<file path="config.mk">
export PLATFORM = sky130hd
export DESIGN_NAME = fmcsr_regs
export DESIGN_NICKNAME = d
export VERILOG_FILES = /design/src/core/fmcsr_pkg.sv /design/src/core/fmcsr_bus_if.sv /design/src/core/fmcsr_regs.sv /design/src/core/fmcsr_limit_cmp.sv
export SDC_FILE = /design/constraint.sdc
export NUM_CORES = 1
export LEC_CHECK = 0
export BUFFER_PORTS_ARGS = -buffer_cell sky130_fd_sc_hd__clkbuf_2
export CAP_MARGIN = 10
export CORE_MARGIN = 5
export CORE_UTILIZATION = 50
export DETAILED_ROUTE_END_ITERATION = 10
export GPL_TIMING_DRIVEN = 0
export PLACE_DENSITY = 0.82
export SYNTH_ARGS = -nofsm -noshare
export SYNTH_HDL_FRONTEND = slang
export SYNTH_SLANG_ARGS = --single-unit
</file>
<file path="constraint.sdc">
create_clock -name mclk -period 4.7 [get_ports mclk]
set_clock_uncertainty 0.1 [all_clocks]
set_input_delay 0.94 -clock mclk [delete_from_list [all_inputs] [get_ports mclk]]
set_output_delay 0.94 -clock mclk [all_outputs]
set_load 0.02 [all_outputs]
</file>
<file path="src/core/fmcsr_pkg.sv">
// Constants and types shared by the fan monitor register bank
package fmcsr_pkg;
    localparam int ADDR_W = 8;
    localparam int DATA_W = 8;
    localparam int NUM_FANS = 3;
    localparam int NUM_VOLT = 4;
    localparam int NUM_TEMP = 3;
    localparam logic [7:0] ADDR_FAN1_DUTY = 8'h30;
    localparam logic [7:0] ADDR_FAN2_DUTY = 8'h31;
    localparam logic [7:0] ADDR_FAN3_DUTY = 8'h32;
    localparam logic [7:0] ADDR_MAIN_CONFIG = 8'h40;
    localparam logic [7:0] ADDR_LIMIT_STATUS = 8'h41;
    localparam logic [7:0] ADDR_EXT_RES1 = 8'h76;
    localparam logic [7:0] ADDR_EXT_RES2 = 8'h77;
    localparam logic [7:0] ADDR_VOLT_BASE = 8'h20;
    localparam logic [7:0] ADDR_TEMP_BASE = 8'h25;
    localparam logic [7:0] ADDR_LIMIT_BASE = 8'h44;
    localparam logic [7:0] ADDR_LIMIT_LAST = 8'h53;
    localparam logic [7:0] DUTY_RESET = 8'hFF;
    localparam logic [7:0] DUTY_FULL = 8'hFF;
    localparam logic [7:0] DUTY_STARTUP = 8'h00;
    localparam logic [7:0] CONFIG_RESET = 8'h00;
    localparam logic [7:0] STATUS_RESET = 8'h00;
    localparam logic [7:0] TEMP_DIODE_FAULT = 8'h80;
    localparam logic [7:0] UNMAPPED_READ = 8'h00;
    localparam int CFG_GO = 0;
    localparam int CFG_LOCK = 1;
    localparam int CFG_READY = 2;
    localparam int CFG_FULL = 3;
    localparam int CFG_VXI = 4;
    localparam int CFG_SPIN = 5;
    localparam int CFG_BUS_TIMEOUT_DISABLE = 6;
    localparam int CFG_VSCALE = 7;
    localparam int STS_ANY2 = 7;
    localparam logic [7:0] VOLT_LOW_DEF = 8'h00;
    localparam logic [7:0] VOLT_HIGH_DEF = 8'hFF;
    localparam logic [7:0] TEMP_LOW_DEF = 8'h81;
    localparam logic [7:0] TEMP_HIGH_DEF = 8'h7F;
    localparam int READY_DELAY_US = 1;
    localparam int CLK_MHZ = 25;
    localparam int READY_CYCLES = READY_DELAY_US * CLK_MHZ;
    typedef enum logic [1:0] {
        FMCSR_PWR_WAIT = 2'b00,
        FMCSR_PWR_READY = 2'b01
    } fmcsr_pwr_t;
endpackage

</file>
<file path="src/core/fmcsr_bus_if.sv">
// Register access signals passed to the limit comparator
`timescale 1ns/1ns
interface fmcsr_bus_if;
    logic [7:0] addr;
    logic [7:0] wdata;
    logic wr_stb;
    logic go;
    logic [7:0] reading [0:6];
    logic [6:0] out_of_limit;
    modport bank (output addr, output wdata, output wr_stb, output go, output reading,
        input out_of_limit);
    modport cmp (input addr, input wdata, input wr_stb, input go, input reading,
        output out_of_limit);
endinterface

</file>
<file path="src/core/fmcsr_regs.sv">
// Fan duty, configuration and first limit status register bank
// Notes on behaviour
// - Diode fault forces temperature reading 0x80
// - Extended read freezes it and matching readings
// - Duty registers linear, reset to 0xFF
// - Automatic mode reports actual driving duty
// - Fan startup reads duty as 0x00
// - Software mode write sets duty directly
// - Start bit selects programmed or default limits
// - Lock makes start bit read-only
// - Lock bit write-once, locks lockable bits
// - Ready bit set after power up
// - Full-speed bit forces fans, never locked
// - Power-measure flag, lockable, software only
// - Spin-up bit holds PWM high full timeout
// - Bit 6 disables bus timeout
// - Bit 7 selects 5 V or 3.3 V scaling
// - Voltage flags clear on read if ended
// - Temperature flags clear on read if ended
// - Bit 7 is OR of second status
// - Config and status reset to 0x00
// - High is greater, low is less-or-equal
`timescale 1ns/1ns
module fmcsr_regs
    import fmcsr_pkg::*;
(
    input wire logic mclk,
    input wire logic srst,
    input wire logic [7:0] addr,
    input wire logic [7:0] wdata,
    input wire logic wr_stb,
    input wire logic rd_stb,
    output logic [7:0] rdata,
    input wire logic auto_mode,
    input wire logic [7:0] auto_duty [0:2],
    input wire logic [2:0] fan_startup,
    input wire logic [7:0] volt_raw [0:3],
    input wire logic [7:0] temp_raw [0:2],
    input wire logic [2:0] diode_fault,
    input wire logic [7:0] ext_raw1,
    input wire logic [7:0] ext_raw2,
    input wire logic [7:0] second_status,
    input wire logic powered_up,
    output logic [7:0] fan_duty_out [0:2],
    output logic monitor_go,
    output logic force_full_fans,
    output logic spinup_pulse_disable,
    output logic bus_timeout_disable,
    output logic vcc_5v_scale
);
    fmcsr_bus_if bus ();

    logic [7:0] duty_ff [0:2];
    logic [7:0] cfg_ff;
    logic [6:0] sts_ff;
    logic [7:0] volt_ff [0:3];
    logic [7:0] temp_ff [0:2];
    logic [7:0] ext1_ff;
    logic [7:0] ext2_ff;
    logic [3:0] vfrz_ff;
    logic [2:0] tfrz_ff;
    logic [1:0] pwr_sync_ff;
    logic [7:0] rdy_cnt_ff;
    fmcsr_pwr_t pwr_state_ff;
    logic [7:0] rdata_ff;
    logic [7:0] duty_out_ff [0:2];
    logic [4:0] cfg_out_ff;

    wire cfg_wr = wr_stb && addr == ADDR_MAIN_CONFIG;
    wire sts_rd = rd_stb && addr == ADDR_LIMIT_STATUS;
    wire ext1_rd = rd_stb && addr == ADDR_EXT_RES1;
    wire ext2_rd = rd_stb && addr == ADDR_EXT_RES2;
    wire is_ready = pwr_state_ff == FMCSR_PWR_READY;

    // Merge of writable config bits under lock
    function automatic logic [7:0] cfg_next(input logic [7:0] cur, input logic [7:0] wd);
        logic [7:0] n;
        n = cur;
        n[CFG_FULL] = wd[CFG_FULL];
        n[CFG_SPIN] = wd[CFG_SPIN];
        if (!cur[CFG_LOCK]) begin
            n[CFG_GO] = wd[CFG_GO];
            n[CFG_VXI] = wd[CFG_VXI];
            n[CFG_BUS_TIMEOUT_DISABLE] = wd[CFG_BUS_TIMEOUT_DISABLE];
            n[CFG_VSCALE] = wd[CFG_VSCALE];
            n[CFG_LOCK] = wd[CFG_LOCK];
        end
        n[CFG_READY] = 1'b0;
        cfg_next = n;
    endfunction

    // Readback value of one duty register; inputs passed in so the mux re-evaluates
    function automatic logic [7:0] duty_view(input logic startup, input logic [7:0] duty);
        duty_view = startup ? DUTY_STARTUP : duty;
    endfunction

    always_ff @(posedge mclk) begin
        if (srst) begin
            cfg_ff <= CONFIG_RESET;
        end else if (cfg_wr) begin
            cfg_ff <= cfg_next(cfg_ff, wdata);
        end
    end

    // Power-good pin is asynchronous; ready waits a short settle time
    always_ff @(posedge mclk) begin
        if (srst) begin
            pwr_sync_ff <= 2'b00;
            pwr_state_ff <= FMCSR_PWR_WAIT;
            rdy_cnt_ff <= 8'h00;
        end else begin
            pwr_sync_ff <= {pwr_sync_ff[0], powered_up};
            if (pwr_state_ff == FMCSR_PWR_WAIT && pwr_sync_ff[1]) begin
                if (rdy_cnt_ff == 8'(READY_CYCLES - 1)) begin
                    pwr_state_ff <= FMCSR_PWR_READY;
                end else begin
                    rdy_cnt_ff <= rdy_cnt_ff + 8'h01;
                end
            end
        end
    end
    genvar g;
    generate
        for (g = 0; g < NUM_FANS; g++) begin : g_fan
            wire duty_wr = wr_stb && addr == 8'(ADDR_FAN1_DUTY + g);
            always_ff @(posedge mclk) begin
                if (srst) begin
                    duty_ff[g] <= DUTY_RESET;
                end else if (!auto_mode && duty_wr) begin
                    duty_ff[g] <= wdata;
                end
            end
            wire [7:0] nxt_duty = cfg_ff[CFG_FULL] ? DUTY_FULL
                : auto_mode ? auto_duty[g] : duty_ff[g];
            always_ff @(posedge mclk) begin
                if (srst) begin
                    duty_out_ff[g] <= DUTY_RESET;
                end else begin
                    duty_out_ff[g] <= nxt_duty;
                end
            end
        end
        for (g = 0; g < NUM_VOLT; g++) begin : g_volt
            always_ff @(posedge mclk) begin
                if (srst) begin
                    volt_ff[g] <= 8'h00;
                    vfrz_ff[g] <= 1'b0;
                end else begin
                    if (ext1_rd) begin
                        vfrz_ff[g] <= 1'b1;
                    end else if (rd_stb && addr == 8'(ADDR_VOLT_BASE + g)) begin
                        vfrz_ff[g] <= 1'b0;
                    end
                    if (!vfrz_ff[g] && !ext1_rd) begin
                        volt_ff[g] <= volt_raw[g];
                    end
                end
            end
        end
        for (g = 0; g < NUM_TEMP; g++) begin : g_temp
            always_ff @(posedge mclk) begin
                if (srst) begin
                    temp_ff[g] <= TEMP_DIODE_FAULT;
                    tfrz_ff[g] <= 1'b0;
                end else begin
                    if (ext2_rd) begin
                        tfrz_ff[g] <= 1'b1;
                    end else if (rd_stb && addr == 8'(ADDR_TEMP_BASE + g)) begin
                        tfrz_ff[g] <= 1'b0;
                    end
                    if (!tfrz_ff[g] && !ext2_rd) begin
                        temp_ff[g] <= diode_fault[g] ? TEMP_DIODE_FAULT : temp_raw[g];
                    end
                end
            end
        end
    endgenerate

    // Extended registers stay frozen until all their readings are read
    always_ff @(posedge mclk) begin
        if (srst) begin
            ext1_ff <= 8'h00;
            ext2_ff <= 8'h00;
        end else begin
            if (vfrz_ff == 4'h0 && !ext1_rd) begin
                ext1_ff <= ext_raw1;
            end
            if (tfrz_ff == 3'h0 && !ext2_rd) begin
                ext2_ff <= ext_raw2;
            end
        end
    end

    assign bus.addr = addr;
    assign bus.wdata = wdata;
    assign bus.wr_stb = wr_stb;
    assign bus.go = cfg_ff[CFG_GO];
    generate
        for (g = 0; g < NUM_VOLT; g++) begin : g_bv
            assign bus.reading[g] = volt_ff[g];
        end
        for (g = 0; g < NUM_TEMP; g++) begin : g_bt
            assign bus.reading[NUM_VOLT + g] = temp_ff[g];
        end
    endgenerate

    fmcsr_limit_cmp u_cmp (
        .mclk(mclk),
        .srst(srst),
        .bus(bus)
    );

    // Monitoring only once ready; set wins over the read clear
    wire [6:0] events = (is_ready && cfg_ff[CFG_GO]) ? bus.out_of_limit : 7'h00;
    wire [6:0] nxt_sts = events | (sts_rd ? (sts_ff & bus.out_of_limit) : sts_ff);
    always_ff @(posedge mclk) begin
        if (srst) begin
            sts_ff <= 7'h00;
        end else begin
            sts_ff <= nxt_sts;
        end
    end

    wire [7:0] cfg_view = {cfg_ff[7:3], is_ready, cfg_ff[1:0]};
    wire [7:0] sts_view = {|second_status, sts_ff};
    wire [7:0] nxt_rdata =
        (addr == ADDR_FAN1_DUTY) ? duty_view(fan_startup[0], duty_out_ff[0]) :
        (addr == ADDR_FAN2_DUTY) ? duty_view(fan_startup[1], duty_out_ff[1]) :
        (addr == ADDR_FAN3_DUTY) ? duty_view(fan_startup[2], duty_out_ff[2]) :
        (addr == ADDR_MAIN_CONFIG) ? cfg_view :
        (addr == ADDR_LIMIT_STATUS) ? sts_view :
        (addr == ADDR_EXT_RES1) ? ext1_ff :
        (addr == ADDR_EXT_RES2) ? ext2_ff :
        (addr >= ADDR_VOLT_BASE && addr < ADDR_TEMP_BASE && addr != 8'h24)
            ? volt_ff[2'(addr - ADDR_VOLT_BASE)] :
        (addr >= ADDR_TEMP_BASE && addr < 8'h28) ? temp_ff[2'(addr - ADDR_TEMP_BASE)] :
        UNMAPPED_READ;

    always_ff @(posedge mclk) begin
        if (srst) begin
            rdata_ff <= 8'h00;
            cfg_out_ff <= 5'h00;
        end else begin
            rdata_ff <= rd_stb ? nxt_rdata : 8'h00;
            cfg_out_ff <= {cfg_ff[CFG_GO], cfg_ff[CFG_FULL], cfg_ff[CFG_SPIN],
                cfg_ff[CFG_BUS_TIMEOUT_DISABLE], cfg_ff[CFG_VSCALE]};
        end
    end

    assign rdata = rdata_ff;
    assign fan_duty_out = duty_out_ff;
    assign monitor_go = cfg_out_ff[4];
    assign force_full_fans = cfg_out_ff[3];
    assign spinup_pulse_disable = cfg_out_ff[2];
    assign bus_timeout_disable = cfg_out_ff[1];
    assign vcc_5v_scale = cfg_out_ff[0];
endmodule // fmcsr_regs

</file>
<file path="src/core/fmcsr_limit_cmp.sv">
// Limit registers and window comparators for voltage and temperature readings
`timescale 1ns/1ns
module fmcsr_limit_cmp
    import fmcsr_pkg::*;
(
    input wire logic mclk,
    input wire logic srst,
    fmcsr_bus_if.cmp bus
);
    logic [7:0] low_ff [0:6];
    logic [7:0] high_ff [0:6];

    // Signed compare for temperatures, unsigned for voltages
    function automatic logic outside(input logic [7:0] v, input logic [7:0] lo,
        input logic [7:0] hi, input logic sgn);
        if (sgn) begin
            outside = ($signed(v) > $signed(hi)) || ($signed(v) <= $signed(lo));
        end else begin
            outside = (v > hi) || (v <= lo);
        end
    endfunction

    genvar g;
    generate
        for (g = 0; g < 7; g++) begin : g_ch
            localparam logic [7:0] LO_DEF = (g < NUM_VOLT) ? VOLT_LOW_DEF : TEMP_LOW_DEF;
            localparam logic [7:0] HI_DEF = (g < NUM_VOLT) ? VOLT_HIGH_DEF : TEMP_HIGH_DEF;
            // Index 4 is the 12 V pair, skipped in this bank; temps start at 0x4E
            localparam logic [7:0] LA = (g < NUM_VOLT) ? 8'(ADDR_LIMIT_BASE + 2 * g)
                : 8'(8'h4E + 2 * (g - NUM_VOLT));
            wire [7:0] use_lo = bus.go ? low_ff[g] : LO_DEF;
            wire [7:0] use_hi = bus.go ? high_ff[g] : HI_DEF;
            always_ff @(posedge mclk) begin
                if (srst) begin
                    low_ff[g] <= LO_DEF;
                    high_ff[g] <= HI_DEF;
                end else if (bus.wr_stb && bus.addr == LA) begin
                    low_ff[g] <= bus.wdata;
                end else if (bus.wr_stb && bus.addr == 8'(LA + 8'h01)) begin
                    high_ff[g] <= bus.wdata;
                end
            end
            assign bus.out_of_limit[g] = outside(bus.reading[g], use_lo, use_hi,
                g >= NUM_VOLT);
        end
    endgenerate
endmodule // fmcsr_limit_cmp

</file>
==> results.txt, run 1 <==
----------------------------------------------------
[Min path]
  Hold Crit Class ... reg -> reg
  Hold path cells ... 1
  Startpoint of the lowest-slack hold path ... pwr_sync_ff[0]
  Worst min-delay path endpoint ... pwr_sync_ff[1]

[Global route]
  Overflow left after global routing ... 0
  Largest net degree at the start of global routing ... 16
  GRT Total Usage ... 27.3%
  Antenna violations before repair ... 6
  Via count of the first global-routing pass ... 12000
  First-pass GRT wire length ... 69.9 mm

[Timing]
  Total count of hold-check failures in the final report ... 0
  WHS ... 362 ps
  Clock period minus final worst setup slack ... 4490 ps
  Max-slew headroom ... 23.4%
  Slew of the pin with the lowest slew margin ... 1140 ps
  Pins over their slew limit ... 0
  Unrepaired setup endpoints after global routing ... no
  Crit share post-route ... 95.5%
  Number of setup violations in the final report ... 0
  Achievable clock frequency ... 0.223 GHz

[Critical path]
  Startpoint Class ... input pin
  Reg2Reg Setup Slack ... 730 ps
  Req. time, crit path ... 4860 ps
  Start-to-end type of the worst setup path ... in -> reg
  Arr. time, crit path ... 4640 ps
  Worst-path maximum fanout ... 10
  Terminus of the critical flop-to-flop path ... sts_ff[4]
  Reg2Reg Launch Point ... cfg_ff[0]
  Count of cells along the worst register-to-register path ... 11
  Critical Path End Type ... flop

[Synthesis]
  Synthesis warning total ... 0
  Synth top area cells ... edfxtp_1, dfxtp_1, ha_1
  Sequential element share of the synthesized area ... 49.9%
  Post-synthesis cell count ... 1390
  Top post-synthesis cells by count ... edfxtp_1, ha_1, nand2_1
  Dominant synthesized flop cell ... edfxtp_1
  Mapped cell area ... 15000 um^2
  Nets in the synthesized netlist ... 1641
  Mean area per synthesized cell ... 10.8 um^2
  Proportion of register bits with asynchronous set or reset after synthesis ... 0%
  Most frequent cell after synthesis ... edfxtp_1
  Proportion of netlist area held by the largest area contributor ... 38.5%
  EDFF count, synth ... 192
  Cell type contributing the most total cell area after synthesis ... edfxtp_1
  Number of storage elements in the synthesis netlist ... 277
  Cell variety after synth ... 67

[Power and ir drop]
  Leakage ... 6.98 nW
  Comb power frac ... 8.7%
  Share of power burned in registers ... 48.4%
  Internal power ... 4.38 mW
  Clk network pwr share ... 42.9%
  Ratio of total power to cell area ... 330 nW/um^2
  Switching power as a share of total power ... 23.9%
  Worst supply voltage drop on vdd ... 0.280 mV
  Switching power ... 1.38 mW

[Routing]
  Final WL ... 47.3 mm
  Via-per-instance ratio ... 6.04
  Post-detailed-route count of antenna-violating nets ... 0
  Number of DRC violations after detailed routing ... 0
  Starting DRC count in detailed routing ... 1273
  Detail-routed net length per standard cell ... 23.4 um
  Initial DRT Pass Iterations ... 5
  Detailed-route via count ... 12200

[CTS]
  Deepest clock path buffer count ... 3
  Number of hold buffers added after CTS ... 0
  Count of H-tree levels built during CTS ... 1
  Clock net sink count ... 277
  Clock edge transition at the registers on the reported setup and hold paths ... 60 ps
  Clock latency of the later-clocked register in the worst-skew pair ... 570 ps
  Clock tree root buffer cell ... clkbuf_16
  Cts bufs inserted ... 30
  TritonCTS clock tree ... done

[Cells and area]
  Total of fill cells in the finished design ... 2415
  Fraction of layout instances using a drive strength above 1 ... 18.4%
  Post-route non-filler standard cell count ... 2019
  Fin util ... 58.9%
  Area Overhead vs Synth ... 16.4%
  Final layout net count ... 1854

[Placement]
  RePlAce Congestion ... 1.02
  Post-DP HPWL ... 35.0 mm
  Port Buf Inserts ... 163
  Post-Place Cells ... 1947

[Die]
  Core Rows ... 63
  Die Y-Extent ... 183 um
  Io pins ... 169
  Placeable core area ... 29600 um^2
  Die width ... 183 um
  Die Footprint ... 33500 um^2
  Starting density of the core ... 50.6%

[Job]
  Reported max-cap violation count ... 0

[Outcome]
  Run status ... complete, no violations

----------------------------------------------------
-- sequential cells by signal, summed over array words and instances, names as in the netlist --
register,count
rdy_cnt_ff,8
u_cmp.high_ff,56
u_cmp.low_ff,56
temp_ff,24
volt_ff,32
duty_ff,24
ext2_ff,8
cfg_ff,7
pwr_state_ff,1
rdata,8
pwr_sync_ff,2
cfg_out_ff,5
tfrz_ff,3
sts_ff,7
fan_duty_out,24
ext1_ff,8
vfrz_ff,4
-- power by group through the flow --
stage                     logic (mW)  registers, mW  clock network [mW]
after floorplan                0.260           2.82                   0
after global placement         0.463           2.83                   0
after detailed placement       0.477           2.83                   0
after CTS                      0.483           2.78                2.47
after global routing           0.537           2.79                2.58
final                          0.501           2.78                2.47
-- final cells by class --
| type | count | area (um^2) | share of cell area, % |
|---|---|---|---|
| Multi-Input combinational cell | 1012 | 7080 | 40.6 |
| Buffer | 66 | 287 | 1.65 |
| Antenna cell | 2 | 5.00 | 0.0287 |
| Clock buffer | 41 | 843 | 4.84 |
| Tap cell | 390 | 488 | 2.80 |
| Timing Repair Buffer | 181 | 918 | 5.27 |
| Clock inverter | 15 | 199 | 1.14 |
| Sequential cell | 277 | 7470 | 42.9 |
| Inverter | 35 | 131 | 0.754 |
-- timing repair --
item,in CTS,in global routing
gates resized for setup,0,2
endpoints found under the setup margin,0,16
hold endpoints to repair,0,0
setup buffers,0,0
-- placed cells by master (no fill, tap or decap), drive strengths merged, types with 10 or more instances in the layout --
cell / netlist / routed
a31oi: 11 / 11
buf: 15 / 27
or3: 20 / 20
nand2b: 48 / 48
nor2: 69 / 69
edfxtp: 192 / 192
nor3: 22 / 22
and2: 108 / 108
o211ai: 12 / 12
nand3: 25 / 25
mux2i: 58 / 58
nand4: 18 / 18
clkbuf: 51 / 261
ha: 119 / 119
nor2b: 83 / 83
nand2: 118 / 118
o21ai: 50 / 50
nor4: 11 / 11
a221oi: 10 / 10
dfxtp: 85 / 85
inv: 35 / 35
or2: 35 / 35
a21o: 18 / 18
clkinv: 0 / 10
a211oi: 14 / 14
a21oi: 53 / 53
-- layer usage --
metal  up-vias  global-route usage [%]  wire, um
met2       753                    43.0     21300
met3       175                    7.00      5150
met1      5785                    35.0     18000
met4         4                    14.1      2840
met5         -                       0        24
li1       5487                       -         -
-- worst max-delay path: stages --
cell and delay [ps]:
clkbuf_2 120, buf_2 270, buf_2 380, inv_1 140
ha_1 230, clkbuf_1 230, buf_1 320, nor2b_1 740
nand2_1 380, o31ai_1 580, buf_2 300
-- metrics by stage --
step,instance area (um^2),total power [mW],TNS [ps],setup WS (ps)
global placement,16300,3.29,-13310,-486
floorplan,15000,3.08,0,888
CTS,17300,5.74,0,16.3
global route,17400,5.91,0,88.5
finish,17400,5.75,0,212
detailed placement,16300,3.31,-13280,-556
-- cells by family after synthesis --
| family | after synthesis | synth area share (%) |
|---|---|---|
| AOI/OAI and AO/OA | 232 | 10.2 |
| xor gates and xnor gates | 5 | 0.293 |
| adders and majority gates | 119 | 9.95 |
| buffers and inverters | 101 | 2.79 |
| DFF | 277 | 49.9 |
| muxes | 66 | 5.09 |
| and+or+nand+nor | 590 | 21.7 |
-- worst max path at each step --
stage	endpoint	slack, ps	start	cells past startpoint
after detailed placement	u_cmp.high_ff[3][0]	-560	addr[0]	10
final	u_cmp.high_ff[1][3]	210	addr[0]	11
after floorplan	u_cmp.high_ff[3][0]	890	addr[0]	9
after global routing	u_cmp.high_ff[3][7]	90	addr[0]	10
after global placement	u_cmp.high_ff[1][2]	-490	addr[0]	10
after CTS	u_cmp.high_ff[3][7]	20	addr[0]	10
(Power assumes the default switching activity.)
==> inputs of run 2 (changes only) <==
- RECOVER_POWER: default -> 50
==> run 2 against run 1 <==
Compared with the run above:
- the flow now finishes with violations (max-capacitance violations, max-slew violations)
- clock power hardly changed
- fmax is 2.8% lower
- largest cell class unchanged
- final cell count hardly changed
- critical path depth is 1 lower
==> results.txt, run 2 (same netlist as run 1, synthesis figures left out) <==
----------------------------------------------------
[Outcome]
  Run status ... finished, violations left
  Violations in the final reports ... max-capacitance violations, max-slew violations

[Placement]
  Post-Place Cells ... 1947 (unchanged)
  Port Buf Inserts ... 163 (unchanged)
  Post-place instance area ... 16300 um^2 (unchanged)
  Worst-case setup slack after placement ... -556 ps (unchanged)
  RePlAce Congestion ... 1.02 (unchanged)
  Post-DP HPWL ... 35.0 mm (unchanged)

[Die]
  Die Footprint ... 33500 um^2 (unchanged)
  Die width ... 183 um (unchanged)
  Io pins ... 169 (unchanged)
  Starting density of the core ... 50.6% (unchanged)
  Core Rows ... 63 (unchanged)
  Die Y-Extent ... 183 um (unchanged)
  Placeable core area ... 29600 um^2 (unchanged)

[Cells and area]
  Post-route non-filler standard cell count ... 2018 (-0.050%)
  Total of fill cells in the finished design ... 2456 (+1.7%)
  Fraction of layout instances using a drive strength above 1 ... 15.0% (-3.4 points)
  Commonest cells after routing, fill and taps aside ... edfxtp_1, clkbuf_2, ha_1, nand2_1, clkbuf_1
  Fin util ... 58.6% (-0.36 points)
  Summed area of non-filler cells in the final layout ... 17300 um^2 (-0.61%)
  Multi-input gate area ... 7060 um^2 (-0.18%)
  Flip-flop and latch area ... 7470 um^2 (unchanged)
  Largest registers ... u_cmp.high_ff: 56 flops, u_cmp.low_ff: 56 flops, volt_ff: 32 flops
  Area Overhead vs Synth ... 15.7%
  Final layout net count ... 1854 (unchanged)
  Most common library cell in the layout ignoring fill and taps ... edfxtp_1

[Routing]
  Detailed-route via count ... 12200 (-0.23%)
  Initial DRT Pass Iterations ... 5 (unchanged)
  Post-detailed-route count of antenna-violating nets ... 0 (unchanged)
  Detail-routed net length per standard cell ... 23.5 um (+0.10%)
  Number of DRC violations after detailed routing ... 0 (unchanged)
  Starting DRC count in detailed routing ... 1231 (-3.3%)
  Via-per-instance ratio ... 6.03 (-0.18%)
  Final WL ... 47.3 mm (about the same)

[Min path]
  Hold Crit Class ... reg -> reg
  Hold path cells ... 1 (unchanged)
  Startpoint of the lowest-slack hold path ... pwr_sync_ff[0]
  Worst min-delay path endpoint ... pwr_sync_ff[1]

[Critical path]
  Reg2Reg Launch Point ... cfg_ff[0]
  Family with the most delay on the worst path ... simple AND/OR/NAND/NOR gates
  Slowest stage delay, CP ... 1330 ps (+590 ps)
  Arr. time, crit path ... 4950 ps (+310 ps)
  Critical Path End Type ... flop
  Req. time, crit path ... 5040 ps (+180 ps)
  CP cell instances ... clkbuf_2 > clkbuf_1 > inv_1 > ha_1 > nor3b_1 > nand3_1 > a21oi_1 > o311ai_0 > a211oi_1 > nor3_1
  Worst-path maximum fanout ... 10 (unchanged)
  Reg2Reg Setup Slack ... 780 ps (+50 ps)
  Startpoint Class ... input pin
  Start-to-end type of the worst setup path ... in -> reg
  Logic depth of the worst path, buffers included ... 10 (-1)
  Slowest-stage cell, CP ... nor3b_1
  Terminus of the critical flop-to-flop path ... sts_ff[2]
  Buf/Inv on CP ... 3 (-4)
  Count of cells along the worst register-to-register path ... 10 (-1)

[Timing]
  Pins over their slew limit ... 11 (+11)
  Unrepaired setup endpoints after global routing ... no
  Achievable clock frequency ... 0.217 GHz (-2.8%)
  Worst setup slack after layout ... 83.6 ps (-129 ps)
  Crit share post-route ... 98.2% (+2.7 points)
  Clock period minus final worst setup slack ... 4620 ps (+129 ps)
  WHS ... 358 ps (-3.71 ps)
  Fin Setup TNS ... 0 ps (unchanged)
  Number of setup violations in the final report ... 0 (unchanged)
  Total count of hold-check failures in the final report ... 0 (unchanged)
  Max-slew headroom ... -10.2% (-34 points)
  Slew of the pin with the lowest slew margin ... 1650 ps (+511 ps)

[Global route]
  Antenna violations before repair ... 7 (+1)
  GRT Total Usage ... 27.3% (unchanged)
  Via count of the first global-routing pass ... 12000 (unchanged)
  Largest net degree at the start of global routing ... 16 (unchanged)
  Overflow left after global routing ... 0 (unchanged)
  First-pass GRT wire length ... 69.9 mm (unchanged)

[CTS]
  Cts bufs inserted ... 30 (unchanged)
  Clock edge transition at the registers on the reported setup and hold paths ... 60 ps (about the same)
  Deepest clock path buffer count ... 3 (unchanged)
  Number of hold buffers added after CTS ... 0 (unchanged)
  Count of H-tree levels built during CTS ... 1 (unchanged)
  Clock net sink count ... 277 (unchanged)
  Clock tree root buffer cell ... clkbuf_16
  TritonCTS clock tree ... done
  Clock latency of the later-clocked register in the worst-skew pair ... 560 ps (about the same)

[Power and ir drop]
  Leakage ... 6.77 nW (-3.1%)
  Total Power Consumption ... 5.75 mW (about the same)
  Worst supply voltage drop on vdd ... 0.276 mV (-1.4%)
  Ratio of total power to cell area ... 332 nW/um^2 (+0.52%)

[Job]
  Reported max-cap violation count ... 1 (+1)

----------------------------------------------------
-- run 2: cell types whose count changed in the layout (fill, tap and decap cells not counted), sizes merged --
| cell | change |
|---|---|
| clkbuf | +12 |
| diode | -1 |
| buf | -12 |
-- run 2: power breakdown --
group	internal, mW	switching [mW]	leakage [nW]	total, mW
sequential	2.71	0.0732	2.68	2.78
clock	1.48	0.990	0.513	2.47
combinational	0.181	0.314	3.57	0.495
total	4.37	1.38	6.77	5.75
-- run 2: worst max-delay path by stage --
stage                  from             endpoint
floorplan           addr[0]  u_cmp.high_ff[3][0]
global placement    addr[0]  u_cmp.high_ff[1][2]
detailed placement  addr[0]  u_cmp.high_ff[3][0]
CTS                 addr[0]  u_cmp.high_ff[3][7]
global route        addr[1]            sts_ff[6]
finish              addr[1]            sts_ff[6]
-- run 2: layout make-up --
class	count	area share (%)
Antenna cell	1	0.0145
Timing Repair Buffer	181	4.93
Clock inverter	15	1.15
Multi-Input combinational cell	1012	40.8
Inverter	35	0.759
Sequential cell	277	43.1
Tap cell	390	2.82
Buffer	66	1.50
Clock buffer	41	4.87
-- run 2: timing repair --
| item | in CTS | in global routing |
|---|---|---|
| buffers inserted | 0 | 0 |
| endpoints found under the setup margin | 0 | 16 |
| gates resized for setup | 0 | 2 |
| endpoints found under the hold margin | 0 | 0 |
-- run 2: per-layer routing --
| layer | track usage [%] | part of all wire [%] | up-vias |
|---|---|---|---|
| met4 | 14.1 | 6.1 | 2 |
| met2 | 43.0 | 45 | 740 |
| li1 | - | - | 5484 |
| met5 | 0 | 0.023 | - |
| met1 | 35.0 | 38 | 5772 |
| met3 | 7.00 | 11 | 178 |
